### src/inc/smos_pkg.sv
// Purpose: shared constants and carriers of the sync monitor output block
// Assumes: 20 MHz system clock, 32-bit classic Wishbone slave
// Notes:   monitor source numbering is shared by the top and the selector
package smos_pkg;
    localparam int unsigned CLK_MHZ        = 20;
    localparam int unsigned TIMER_TICK_NS  = 16;
    localparam int unsigned TIMER_TICK_RAW = (TIMER_TICK_NS * CLK_MHZ) / 1000;
    // tick time rounds down, never below one cycle
    localparam int unsigned TIMER_TICK_CYC = (TIMER_TICK_RAW < 1) ? 1 : TIMER_TICK_RAW;
    localparam int unsigned TIMER_BITS     = 27;
    localparam int unsigned SWEEP_BITS     = 32;
    localparam int unsigned TAG_BITS       = 8;
    localparam int unsigned SEL_BITS       = 7;
    localparam int unsigned SRC_COUNT      = 128;

    // register byte offsets
    localparam logic [7:0] REG_FAST_SEL   = 8'h00;
    localparam logic [7:0] REG_TTL_SEL    = 8'h04;
    localparam logic [7:0] REG_CTRL       = 8'h08;
    localparam logic [7:0] REG_PRESET     = 8'h0c;
    localparam logic [7:0] REG_SWEEP_CNT  = 8'h10;
    localparam logic [7:0] REG_STATUS     = 8'h14;
    localparam logic [7:0] REG_LAST_TAG   = 8'h18;

    // control fields
    localparam int unsigned CTRL_PRESET_EN = 0;
    localparam int unsigned CTRL_TAG_EN    = 1;
    localparam int unsigned CTRL_RELOAD    = 2;

    // monitor source numbers
    localparam logic [6:0] SRC_START      = 7'h00;
    localparam logic [6:0] SRC_STOP       = 7'h01;
    localparam logic [6:0] SRC_ON         = 7'h02;
    localparam logic [6:0] SRC_WINDOW     = 7'h03;
    localparam logic [6:0] SRC_TAP        = 7'h04;
    localparam logic [6:0] SRC_BURST_FULL = 7'h05;
    localparam logic [6:0] SRC_BULK_FULL  = 7'h06;
    localparam logic [6:0] SRC_TIMER0     = 7'h07;
    localparam logic [6:0] SRC_SWEEP0     = 7'h22;

    // reset values
    localparam logic [6:0]  SEL_RESET      = 7'h02;
    localparam logic [31:0] SWEEP_ALL_ONES = 32'hffffffff;
    localparam logic [31:0] SWEEP_ZERO     = 32'h00000000;

    typedef struct packed {
        logic bulk_full;
        logic burst_full;
        logic tap;
        logic window;
        logic on;
        logic stop;
        logic start;
    } smos_misc_s;

    typedef struct packed {
        logic [7:0]  tag;
        logic [23:0] time_low;
    } smos_record_s;
endpackage : smos_pkg

### src/hw/smos_select.sv
// Purpose: one monitor output: source selection, routing limit and polarity
// Assumes: sources and select come from logic on the same clock
// Notes:   output is registered, one cycle behind the source
`timescale 1ns/1ps
module smos_select #(
    parameter bit FAST_PORT = 1'b1
) (
    input  wire logic                               clk_i,
    input  wire logic                               rst_i,
    input  wire logic [smos_pkg::SRC_COUNT-1:0]     src_i,
    input  wire logic [smos_pkg::SEL_BITS-1:0]      sel_i,
    output logic                                    mon_o
);
    logic chosen;
    logic allowed;
    logic next_mon;

    always_comb begin
        chosen  = src_i[sel_i];
        allowed = FAST_PORT
               || !((sel_i == smos_pkg::SRC_START) || (sel_i == smos_pkg::SRC_STOP)
                    || (sel_i == smos_pkg::SRC_TAP));
        // fast port drives low for an asserted source
        next_mon = FAST_PORT ? ~(chosen & allowed) : (chosen & allowed);
    end

    always_ff @(posedge clk_i) begin
        if (rst_i) begin
            mon_o <= FAST_PORT;
        end else begin
            mon_o <= next_mon;
        end
    end
endmodule : smos_select

### src/hw/smos_top.sv
// Purpose: sync monitor outputs, sweep counter, sweep timer and tag capture
// Assumes: sweep, window and buffer-full levels come from same-clock logic
// Notes:   timer and tap run at the fastest rate the system clock allows
// How it works
// - events taken on falling input edges
// - start or stop selectable directly
// - sweep-active source high during sweep
// - window source asserted during acquisition window
// - timebase square tap selectable
// - burst buffer full selectable
// - bulk buffer full selectable
// - timer bits 0..26, only during sweep
// - each sweep counter bit selectable
// - 32-bit sweep counter counts sweeps
// - preset loads all-ones minus preset
// - without preset counter starts at zero
// - start, stop, tap only on fast
// - fast output is negative logic
// - 8-bit tag input captured
// - stop records feed two-stage buffering
// - each event counted exactly once
// - timer bit 0 toggles each tick
// - tag sampled with each stop
// - tag replaces upper time byte
//
// The Wishbone register port and the placing of the registers were left to the implementer.
`timescale 1ns/1ps
module smos_top (
    input  wire logic        clk_i,
    input  wire logic        rst_i,
    input  wire logic        wb_cyc_i,
    input  wire logic        wb_stb_i,
    input  wire logic        wb_we_i,
    input  wire logic [7:0]  wb_adr_i,
    input  wire logic [3:0]  wb_sel_i,
    input  wire logic [31:0] wb_dat_i,
    output logic      [31:0] wb_dat_o,
    output logic             wb_ack_o,
    input  wire logic        start_n_i,
    input  wire logic        stop_n_i,
    input  wire logic [7:0]  tag_i,
    input  wire logic        sweep_on_i,
    input  wire logic        window_i,
    input  wire logic        burst_buffer_full_i,
    input  wire logic        bulk_buffer_full_i,
    input  wire logic [31:0] time_data_i,
    output logic [31:0]      stop_record_o,
    output logic             stop_record_valid_o,
    output logic             mon_fast_o,
    output logic             mon_ttl_o
);
    function automatic logic [31:0] merge_bytes(input logic [31:0] old_v,
                                                input logic [31:0] new_v,
                                                input logic [3:0]  sel);
        logic [31:0] r;
        r = old_v;
        for (int i = 0; i < 4; i++) begin
            if (sel[i]) begin
                r[i*8 +: 8] = new_v[i*8 +: 8];
            end
        end
        return r;
    endfunction : merge_bytes

    // pin synchronisers: first stage read only by the second
    logic        start_meta;
    logic        start_sync;
    logic        start_prev;
    logic        stop_meta;
    logic        stop_sync;
    logic        stop_prev;
    logic [7:0]  tag_meta;
    logic [7:0]  tag_sync;
    logic        next_start_meta;
    logic        next_start_sync;
    logic        next_start_prev;
    logic        next_stop_meta;
    logic        next_stop_sync;
    logic        next_stop_prev;
    logic [7:0]  next_tag_meta;
    logic [7:0]  next_tag_sync;

    always_comb begin
        next_start_meta = start_n_i;
        next_start_sync = start_meta;
        next_start_prev = start_sync;
        next_stop_meta  = stop_n_i;
        next_stop_sync  = stop_meta;
        next_stop_prev  = stop_sync;
        next_tag_meta   = tag_i;
        next_tag_sync   = tag_meta;
    end

    always_ff @(posedge clk_i) begin
        if (rst_i) begin
            start_meta <= 1'b1;
            start_sync <= 1'b1;
            start_prev <= 1'b1;
            stop_meta  <= 1'b1;
            stop_sync  <= 1'b1;
            stop_prev  <= 1'b1;
            tag_meta   <= 8'h00;
            tag_sync   <= 8'h00;
        end else begin
            start_meta <= next_start_meta;
            start_sync <= next_start_sync;
            start_prev <= next_start_prev;
            stop_meta  <= next_stop_meta;
            stop_sync  <= next_stop_sync;
            stop_prev  <= next_stop_prev;
            tag_meta   <= next_tag_meta;
            tag_sync   <= next_tag_sync;
        end
    end

    // one pulse per falling edge, so an event never lands twice
    logic stop_event;
    assign stop_event = stop_prev & ~stop_sync;

    // register file
    logic [6:0]  fast_sel;
    logic [6:0]  ttl_sel;
    logic        preset_en;
    logic        tag_en;
    logic [31:0] preset_val;
    logic [31:0] sweep_cnt;
    logic [7:0]  last_tag;
    logic        ack;
    logic [31:0] rdata;
    logic        next_ack;
    logic [31:0] next_rdata;
    logic [6:0]  next_fast_sel;
    logic [6:0]  next_ttl_sel;
    logic        next_preset_en;
    logic        next_tag_en;
    logic [31:0] next_preset_val;
    logic        reload;
    logic        bus_req;
    logic        bus_wr;
    logic [31:0] ctrl_word;
    logic [31:0] merged;

    always_comb begin
        bus_req         = wb_cyc_i & wb_stb_i & ~ack;
        bus_wr          = bus_req & wb_we_i;
        next_ack        = bus_req;
        next_rdata      = rdata;
        next_fast_sel   = fast_sel;
        next_ttl_sel    = ttl_sel;
        next_preset_en  = preset_en;
        next_tag_en     = tag_en;
        next_preset_val = preset_val;
        reload          = 1'b0;
        ctrl_word       = 32'h00000000;
        ctrl_word[smos_pkg::CTRL_PRESET_EN] = preset_en;
        ctrl_word[smos_pkg::CTRL_TAG_EN]    = tag_en;
        merged          = 32'h00000000;
        if (bus_req) begin
            case (wb_adr_i)
                smos_pkg::REG_FAST_SEL:  next_rdata = {25'h0000000, fast_sel};
                smos_pkg::REG_TTL_SEL:   next_rdata = {25'h0000000, ttl_sel};
                smos_pkg::REG_CTRL:      next_rdata = ctrl_word;
                smos_pkg::REG_PRESET:    next_rdata = preset_val;
                smos_pkg::REG_SWEEP_CNT: next_rdata = sweep_cnt;
                smos_pkg::REG_STATUS:    next_rdata = {28'h0000000, bulk_buffer_full_i,
                                                       burst_buffer_full_i, window_i,
                                                       sweep_on_i};
                smos_pkg::REG_LAST_TAG:  next_rdata = {24'h000000, last_tag};
                default:                 next_rdata = 32'h00000000;
            endcase
        end
        if (bus_wr) begin
            case (wb_adr_i)
                smos_pkg::REG_FAST_SEL: begin
                    merged        = merge_bytes({25'h0000000, fast_sel}, wb_dat_i, wb_sel_i);
                    next_fast_sel = merged[6:0];
                end
                smos_pkg::REG_TTL_SEL: begin
                    merged       = merge_bytes({25'h0000000, ttl_sel}, wb_dat_i, wb_sel_i);
                    next_ttl_sel = merged[6:0];
                end
                smos_pkg::REG_CTRL: begin
                    merged         = merge_bytes(ctrl_word, wb_dat_i, wb_sel_i);
                    next_preset_en = merged[smos_pkg::CTRL_PRESET_EN];
                    next_tag_en    = merged[smos_pkg::CTRL_TAG_EN];
                    reload         = wb_sel_i[0] & wb_dat_i[smos_pkg::CTRL_RELOAD];
                end
                smos_pkg::REG_PRESET: begin
                    next_preset_val = merge_bytes(preset_val, wb_dat_i, wb_sel_i);
                end
                default: begin
                    merged = 32'h00000000;
                end
            endcase
        end
    end

    always_ff @(posedge clk_i) begin
        if (rst_i) begin
            ack        <= 1'b0;
            rdata      <= 32'h00000000;
            fast_sel   <= smos_pkg::SEL_RESET;
            ttl_sel    <= smos_pkg::SEL_RESET;
            preset_en  <= 1'b0;
            tag_en     <= 1'b0;
            preset_val <= 32'h00000000;
        end else begin
            ack        <= next_ack;
            rdata      <= next_rdata;
            fast_sel   <= next_fast_sel;
            ttl_sel    <= next_ttl_sel;
            preset_en  <= next_preset_en;
            tag_en     <= next_tag_en;
            preset_val <= next_preset_val;
        end
    end

    assign wb_ack_o = ack;
    assign wb_dat_o = rdata;

    // sweep counter; reload wins over a sweep in the same cycle
    logic        sweep_prev;
    logic [31:0] next_sweep_cnt;

    always_comb begin
        next_sweep_cnt = sweep_cnt;
        if (reload) begin
            // an enable written together with reload already counts
            next_sweep_cnt = next_preset_en ? (smos_pkg::SWEEP_ALL_ONES - preset_val)
                                            : smos_pkg::SWEEP_ZERO;
        end else if (sweep_on_i && !sweep_prev) begin
            // holds at all ones once a preset run is complete
            if (!(preset_en && (sweep_cnt == smos_pkg::SWEEP_ALL_ONES))) begin
                next_sweep_cnt = sweep_cnt + 32'h00000001;
            end
        end
    end

    always_ff @(posedge clk_i) begin
        if (rst_i) begin
            sweep_prev <= 1'b0;
            sweep_cnt  <= smos_pkg::SWEEP_ZERO;
        end else begin
            sweep_prev <= sweep_on_i;
            sweep_cnt  <= next_sweep_cnt;
        end
    end

    // sweep timer: tick enable from a divider, cleared outside a sweep
    logic [3:0]  tick_div;
    logic        tick;
    logic [26:0] timer;
    logic [3:0]  next_tick_div;
    logic [26:0] next_timer;
    logic        tap;
    logic        next_tap;

    always_comb begin
        tick          = (tick_div == 4'(smos_pkg::TIMER_TICK_CYC - 1));
        next_tick_div = tick ? 4'h0 : tick_div + 4'h1;
        next_timer    = timer;
        next_tap      = ~tap;
        if (!sweep_on_i) begin
            next_timer    = 27'h0000000;
            next_tick_div = 4'h0;
        end else if (tick) begin
            next_timer = timer + 27'h0000001;
        end
    end

    always_ff @(posedge clk_i) begin
        if (rst_i) begin
            tick_div <= 4'h0;
            timer    <= 27'h0000000;
            tap      <= 1'b0;
        end else begin
            tick_div <= next_tick_div;
            timer    <= next_timer;
            tap      <= next_tap;
        end
    end

    // stop record: tag sampled with the stop that produced it
    smos_pkg::smos_record_s next_record;
    logic                   next_valid;
    logic [7:0]             next_last_tag;

    always_comb begin
        next_record.tag      = tag_en ? tag_sync : time_data_i[31:24];
        next_record.time_low = time_data_i[23:0];
        next_valid           = stop_event;
        next_last_tag        = stop_event ? tag_sync : last_tag;
    end

    always_ff @(posedge clk_i) begin
        if (rst_i) begin
            stop_record_o       <= 32'h00000000;
            stop_record_valid_o <= 1'b0;
            last_tag            <= 8'h00;
        end else begin
            if (stop_event) begin
                stop_record_o <= next_record;
            end
            stop_record_valid_o <= next_valid;
            last_tag            <= next_last_tag;
        end
    end

    // monitor source vector
    smos_pkg::smos_misc_s         misc;
    logic [smos_pkg::SRC_COUNT-1:0] src;

    always_comb begin
        misc.start      = ~start_sync;
        misc.stop       = ~stop_sync;
        misc.on         = sweep_on_i;
        misc.window     = window_i;
        misc.tap        = tap;
        misc.burst_full = burst_buffer_full_i;
        misc.bulk_full  = bulk_buffer_full_i;
    end

    genvar k;
    generate
        for (k = 0; k < smos_pkg::SRC_COUNT; k++) begin : g_src
            if (k < int'(smos_pkg::SRC_TIMER0)) begin : g_misc
                assign src[k] = misc[k];
            end else if (k < int'(smos_pkg::SRC_SWEEP0)) begin : g_timer
                assign src[k] = timer[k - int'(smos_pkg::SRC_TIMER0)] & sweep_on_i;
            end else if (k < int'(smos_pkg::SRC_SWEEP0) + 32) begin : g_sweep
                assign src[k] = sweep_cnt[k - int'(smos_pkg::SRC_SWEEP0)];
            end else begin : g_none
                assign src[k] = 1'b0;
            end
        end
    endgenerate

    smos_select #(.FAST_PORT(1'b1)) u_fast (
        .clk_i (clk_i),
        .rst_i (rst_i),
        .src_i (src),
        .sel_i (fast_sel),
        .mon_o (mon_fast_o)
    );

    smos_select #(.FAST_PORT(1'b0)) u_ttl (
        .clk_i (clk_i),
        .rst_i (rst_i),
        .src_i (src),
        .sel_i (ttl_sel),
        .mon_o (mon_ttl_o)
    );
endmodule : smos_top

### config.mk
export PLATFORM = sky130hd
export DESIGN_NAME = smos_top
export DESIGN_NICKNAME = d
export VERILOG_FILES = /design/src/inc/smos_pkg.sv /design/src/hw/smos_select.sv /design/src/hw/smos_top.sv
export SDC_FILE = /design/constraint.sdc
export NUM_CORES = 1
export LEC_CHECK = 0
export ABC_AREA = 1
export BUFFER_PORTS_ARGS = -buffer_cell sky130_fd_sc_hd__buf_2
export CAP_MARGIN = 20
export CORE_AREA = 4 4 150 152
export DETAILED_ROUTE_END_ITERATION = 12
export DIE_AREA = 0 0 154 156
export HOLD_SLACK_MARGIN = 0.1
export PLACE_DENSITY = 0.75
export SLEW_MARGIN = 5
export SYNTH_ARGS = -nofsm -noshare
export SYNTH_HDL_FRONTEND = slang
export SYNTH_SLANG_ARGS = --single-unit
### constraint.sdc
create_clock -name clk_i -period 2.25 [get_ports clk_i]
set_input_delay 0 -clock clk_i [delete_from_list [all_inputs] [get_ports clk_i]]
set_output_delay 0 -clock clk_i [all_outputs]
set_load 0.02 [all_outputs]
## Word level (Yosys, flattened, before mapping)

Cells that the tools add are included.

- Logic and storage cells: 117
- Output and inout bits: 68
- Register bits after elaboration: 210

- Reduce and logical (&&, ||, !) cells: 20
- Eq/ne operators: 10
- Multiplexer cells: 15
- Magnitude comparators: 2
- Bitwise logic cells: 39
- Add/sub/neg operators: 4

Operators with widths:

| operator | number |
|---|---|
| $pmux W32 S7 | 1 |
| $mux W32 | 4 |
| $and A1 B1 Y1 | 33 |
| $add A32 B1 Y32 const B | 1 |
| $eq A32 B32 Y1 const B | 1 |
| $sub A32 B32 Y32 const A | 1 |
| $add A27 B1 Y27 const B | 1 |
| $eq A8 B5 Y1 const B | 3 |
| $reduce_and A3 Y1 | 7 |
| $eq A8 B4 Y1 const B | 2 |
| $lt A7 B8 Y1 const B | 2 |
| $bmux W1 S7 | 2 |
| $eq A8 B3 Y1 const B | 1 |
| $logic_not A8 Y1 | 1 |
| $mux W8 | 1 |
| $eq A7 B1 Y1 const B | 1 |
| $eq A7 B3 Y1 const B | 1 |
| $logic_not A7 Y1 | 1 |
| $mux W1 | 7 |
| $not A1 Y1 | 6 |
| $add A4 B1 Y4 const B | 1 |
| $logic_not A4 Y1 | 1 |
| $reduce_or A3 Y1 | 1 |
| $logic_and A1 B1 Y1 | 2 |
| other kinds (6) | 8 |

## Longest topological paths before layout

- Depth in word-level cells: 6
- Mapped depth: 15
- Depth with buffers taken out: 13

## By module

A second synthesis with hierarchy kept.

- Cell total of the unflattened synthesis: 2308
- Area, all modules: 13392.8 um^2

By module, submodules not included:

| module | area each (um^2) | cells an instance | instances | sequential area each (um^2) |
|---|---|---|---|---|
| smos_top | 10162.2 | 1581 | 1 | 4164.0 |
| smos_select (u_fast) | 1705.4 | 392 | 1 | 20.0 |
| smos_select (u_ttl) | 1525.2 | 335 | 1 | 20.0 |

## Worst setup path after synthesis

No wires, ideal clock.

- Path type: register -> register
- Start point: register sweep_cnt[0]
- End point: register sweep_cnt[29]
- Setup time: 116 ps
- Cell stages (with the launch flop): 12
- Buffers on the path: 1
- Data required time: 2134 ps
- Setup slack: 424 ps
- Arrival: 1710 ps
- Period minus slack after synthesis: 1826 ps
- Cells stage by stage: dfxtp_1 > ha_1 > nand2_2 > nor2_4 > nand2_4 > nor2_8 > nand3_4 > nor2_4 > nor2_8 > buf_4 > o21ai_0 > nor2_1

- Cells in the longest elaborated chain, start to end: 4
- Elaborated cells between the ends (all ways): 8
- Those cells by class: add/sub: 1; eq/ne: 2; mux: 3; reduce/logical: 2

Ends and longest elaborated chain:

| item | RTL line | source |
|---|---|---|
| start, declared | smos_top.sv:126 | `logic [31:0] sweep_cnt;` |
| start signal, assigned | smos_top.sv:242 | `sweep_cnt <= smos_pkg::SWEEP_ZERO;` |
| start signal, assigned | smos_top.sv:245 | `sweep_cnt <= next_sweep_cnt;` |
| $add A32 B1 Y32 or $eq A32 B32 Y1 (tied branches) | smos_top.sv:234, smos_top.sv:233 |  |
| $mux W32 or $logic_and A1 B1 Y1 (tied branches) | smos_top.sv:233 | `if (!(preset_en && (sweep_cnt == smos_pkg::SWEEP_ALL_ONES))) begin` |
| $mux W32 or $ne A2 B2 Y1 (tied branches) | - |  |
| $mux W32 or $reduce_and A2 Y1 (tied branches) | - |  |

Parallel ways exist; a longest one is shown, timed or not. The select of a mux whose other input is x is not followed.
A chain may end at the register's enable or synchronous reset.

## Final worst setup path

- Start point: register ack, in the netlist wb_ack_o
- End point: register sweep_cnt[17]

- Cells in the longest elaborated chain, start to end: 6
- Elaborated cells between the ends (all ways): 10
- Those cells by class: eq/ne: 1; mux: 4; bitwise: 3; reduce/logical: 2

Ends and longest elaborated chain:

| item | RTL line | source |
|---|---|---|
| start, declared | smos_top.sv:128 | `logic ack;` |
| start signal, assigned | smos_top.sv:208 | `ack <= next_ack;` |
| $not A1 Y1 (*) | smos_top.sv:144 | `bus_req = wb_cyc_i & wb_stb_i & ~ack;` |
| $and A1 B1 Y1 (*) | smos_top.sv:144 |  |
| $and A1 B1 Y1 (*) | smos_top.sv:145 | `bus_wr = bus_req & wb_we_i;` |
| $mux W1 | smos_top.sv:172 | `if (bus_wr) begin` |
| $ne A2 B2 Y1 (no line), or another cell as far along | - |  |
| $reduce_and A2 Y1 (no line) or $mux W32 (tied branches) | - |  |

Mark *: on every way between the ends. The rest lies on a longest branch, timed or not.

==> qor.txt <==
commonest cells after routing, fill and taps aside - nand2_1 (434), nor2_1 (293), dfxtp_1 (210)
Final Setup Violations - 0
min Tclk post-route - 2.15 ns
DRT antenna net count - 0
clock latency on the worst-skew pair - 0.54 ns
hpwl dp - 26.6 mm
commonest non-fill, non-tap cell in the layout - nand2_1
GR Util met1 - 0.414
crit path max-delay cell type - dlygate4sd3_1
WL/cell - 17.5 µm
Post-Syn Nets - 1834
top cell family by delay on the critical path - simple AND/OR/NAND/NOR gates
Final Total Pwr - 9140 µW
RD Place Congestion - 1.03
die height - 156 µm
initial antenna violation count - 0
Initial DRT Pass Iterations - 8
crit path kind - reg -> reg
H-tree depth - 1
io pins - 163
CTS buffer count - 24
die area - 0.0240 mm²
worst path required time - 2.68 ns
total wire length - 40.2 mm
top_reg_cell synth - dfxtp_1
crit-path max FO - 4
first-pass GRT wire length - 64.0 mm
DRC Markers - 0
IO buf count - 162
power density over the cells - 639 mW/mm²
critical path startpoint category - flop
clock tree buffer depth - 3
asr flop ratio synth - 0
Yosys cell types - 42
register area share after synthesis - 0.380
clk sink count - 210
Mapped Cells - 1735
Post-Route Skew - 0.0109 ns
Post-synth EDFFs - 0
max incr delay on CP - 0.59 ns
Place WS - 0.291 ns
fin util - 0.681
status - finished clean
CP cell instances - nor2_4, nand2_1, nor2_1, dlygate4sd3_1, nand2_1, nor2_2, inv_1, nand2_1, nand2_1, nor2_1, nor2_1
Setup WS post-layout - 0.100 ns
Core ar. - 0.0210 mm²
Clk pin slew, worst setup/hold paths - 0.06 ns
clock tree from TritonCTS - yes
grt ovf - 0
Slew @ Worst Pin - 0.709 ns
die width - 154 µm
Core Rows - 53
synthesized cell area - 0.0111 mm²
CTS Root Cell - clkbuf_16
VDD IR max - 0.000601 V
initial DRC count - 1284
most used cell, CP - nand2_1
final hold vios - 0
grt met2 use - 0.534
met3 Track Usage GR - 0.0619
share of post-route cells with drive strength above 1 - 0.146
Initial Util - 0.526
vias per cell - 5.60
max-cap violation count - 0
Lkg Pwr - 0.00606 µW
YS warnings - 0
gr usage total - 0.322
number of global-route vias before repair - 12424
Layout area overhead - 29.3%
Mapped Avg Cell Area - 6.38 µm²
worst hold path type - in -> reg
Yosys reg bits - 210
f_max - 465 MHz
largest net degree at the start of global routing - 109
RSZ-0062 raised after global routing - false
Setup crit end kind - flop
Final period util - 0.955
Slew Limit Fails - 0
relative slew slack - 0.527
GRT busiest layer - met2
# nets final - 2106
DR vias - 12863
setup TNS - 0 ns
crit path buf inv count - 2
critical path arrival - 2.58 ns
[per-layer routing]
| metal | wire length (µm) | vias to the layer above |
|---|---|---|
| met5 | 0 | - |
| met1 | 16200 | 5890 |
| li1 | - | 6132 |
| met4 | 1650 | 0 |
| met2 | 18600 | 717 |
| met3 | 3700 | 124 |
[sequential cells by signal, indices dropped and copies added (netlist names), 4 cells and up]
register       count
wb_dat_o          32
tick_div           4
next_tag_sync      8
sweep_cnt         32
fast_sel           7
timer             27
tag_sync           8
ttl_sel            7
stop_record_o     32
preset_val        32
last_tag           8
[per-stage QoR]
stage | cells | hold WS [ns] | area (µm²)
after CTS | 2296 | 0.125 | 14300
final | 2298 | 0.138 | 14300
after detailed placement | 2142 | 0.190 | 12200
after global placement | 2142 | 0.184 | 12200
after global routing | 2297 | 0.174 | 14300
after floorplan | 1735 | 0.104 | 11100
[final cells by class]
cell class / instances / area [µm²]
Sequential cell: 210 / 4200
Clock buffer: 34 / 708
Multi-Input combinational cell: 1273 / 5870
Tap cell: 275 / 344
Clock inverter: 7 / 188
Inverter: 176 / 662
Timing Repair Buffer: 322 / 2330
Antenna cell: 1 / 2.50
Fill cell: 1737 / 6720
[kinds of logic (layout without fill, tap and decap cells)]
group	after synthesis	count (layout)	synth area share
compound gates	346	346	0.170
xor+xnor	21	21	0.0166
fa+ha+maj	4	4	0.00452
buf+inv	252	539	0.0895
flops	210	210	0.380
other cells	0	1	0
simple gates	902	902	0.339
[worst register-to-register path: cells and delay by family (launching register included)]
kind / cells / cell delay [ns]
flops: 1 / 0.34
buf+inv: 2 / 0.66
simple gates: 9 / 1.04
[what timing repair did]
item                                    4_1_cts  5_1_grt
endpoints found under the setup margin        0        2
setup buffers                                 0        0
hold endpoints to repair                    165        0
resized for setup                             0        1
hold buffers                                113        0
[Yosys cell counts (2+ instances only)]
master    count  share of area
nor2_8        2         0.0036
buf_4         2         0.0014
nor3_2        2         0.0018
ha_1          4         0.0045
nor2_1      294           0.10
nand3_2       2         0.0018
clkbuf_1     55          0.019
buf_2        10         0.0045
nand4_1      11         0.0062
inv_1       163          0.055
o22ai_1      36          0.020
dfxtp_1     210           0.38
a21oi_1     113          0.051
or2_2         5         0.0028
buf_1         6         0.0020
xor2_1       17          0.013
nor2_2        5         0.0028
o21ai_0     158          0.071
inv_2        10         0.0034
nand3_1      86          0.039
a21oi_2       6         0.0048
o21ai_1       4         0.0018
buf_6         3         0.0031
nand2_1     434           0.15
clkinv_1      2        0.00068
o211ai_1     25          0.017
nand2_2       6         0.0034
nor3_1       43          0.019
xnor2_1       4         0.0032
nor3b_1       2         0.0014
nor2_4        4         0.0041
[power by group]
part	internal (µW)	switching, µW	leakage, µW
clock network	2770	1640	0.000432
registers	3810	74.3	0.00171
logic	346	503	0.00392
[worst paths after layout]
path	cells after the start	start	slack, ns	end
worst min-delay path	7	burst_buffer_full_i	0.14	wb_dat_o[2]$_SDFFE_PP0N_
worst min register to register	1	next_stop_sync$_SDFF_PP1_	0.41	next_stop_prev$_SDFF_PP1_
worst max-delay path	11	wb_ack_o$_SDFF_PP0_	0.10	sweep_cnt[17]$_SDFFE_PP0P_
worst max register to register	11	wb_ack_o$_SDFF_PP0_	0.10	sweep_cnt[17]$_SDFFE_PP0P_
Note: power is estimated with default switching activity, not from simulation.
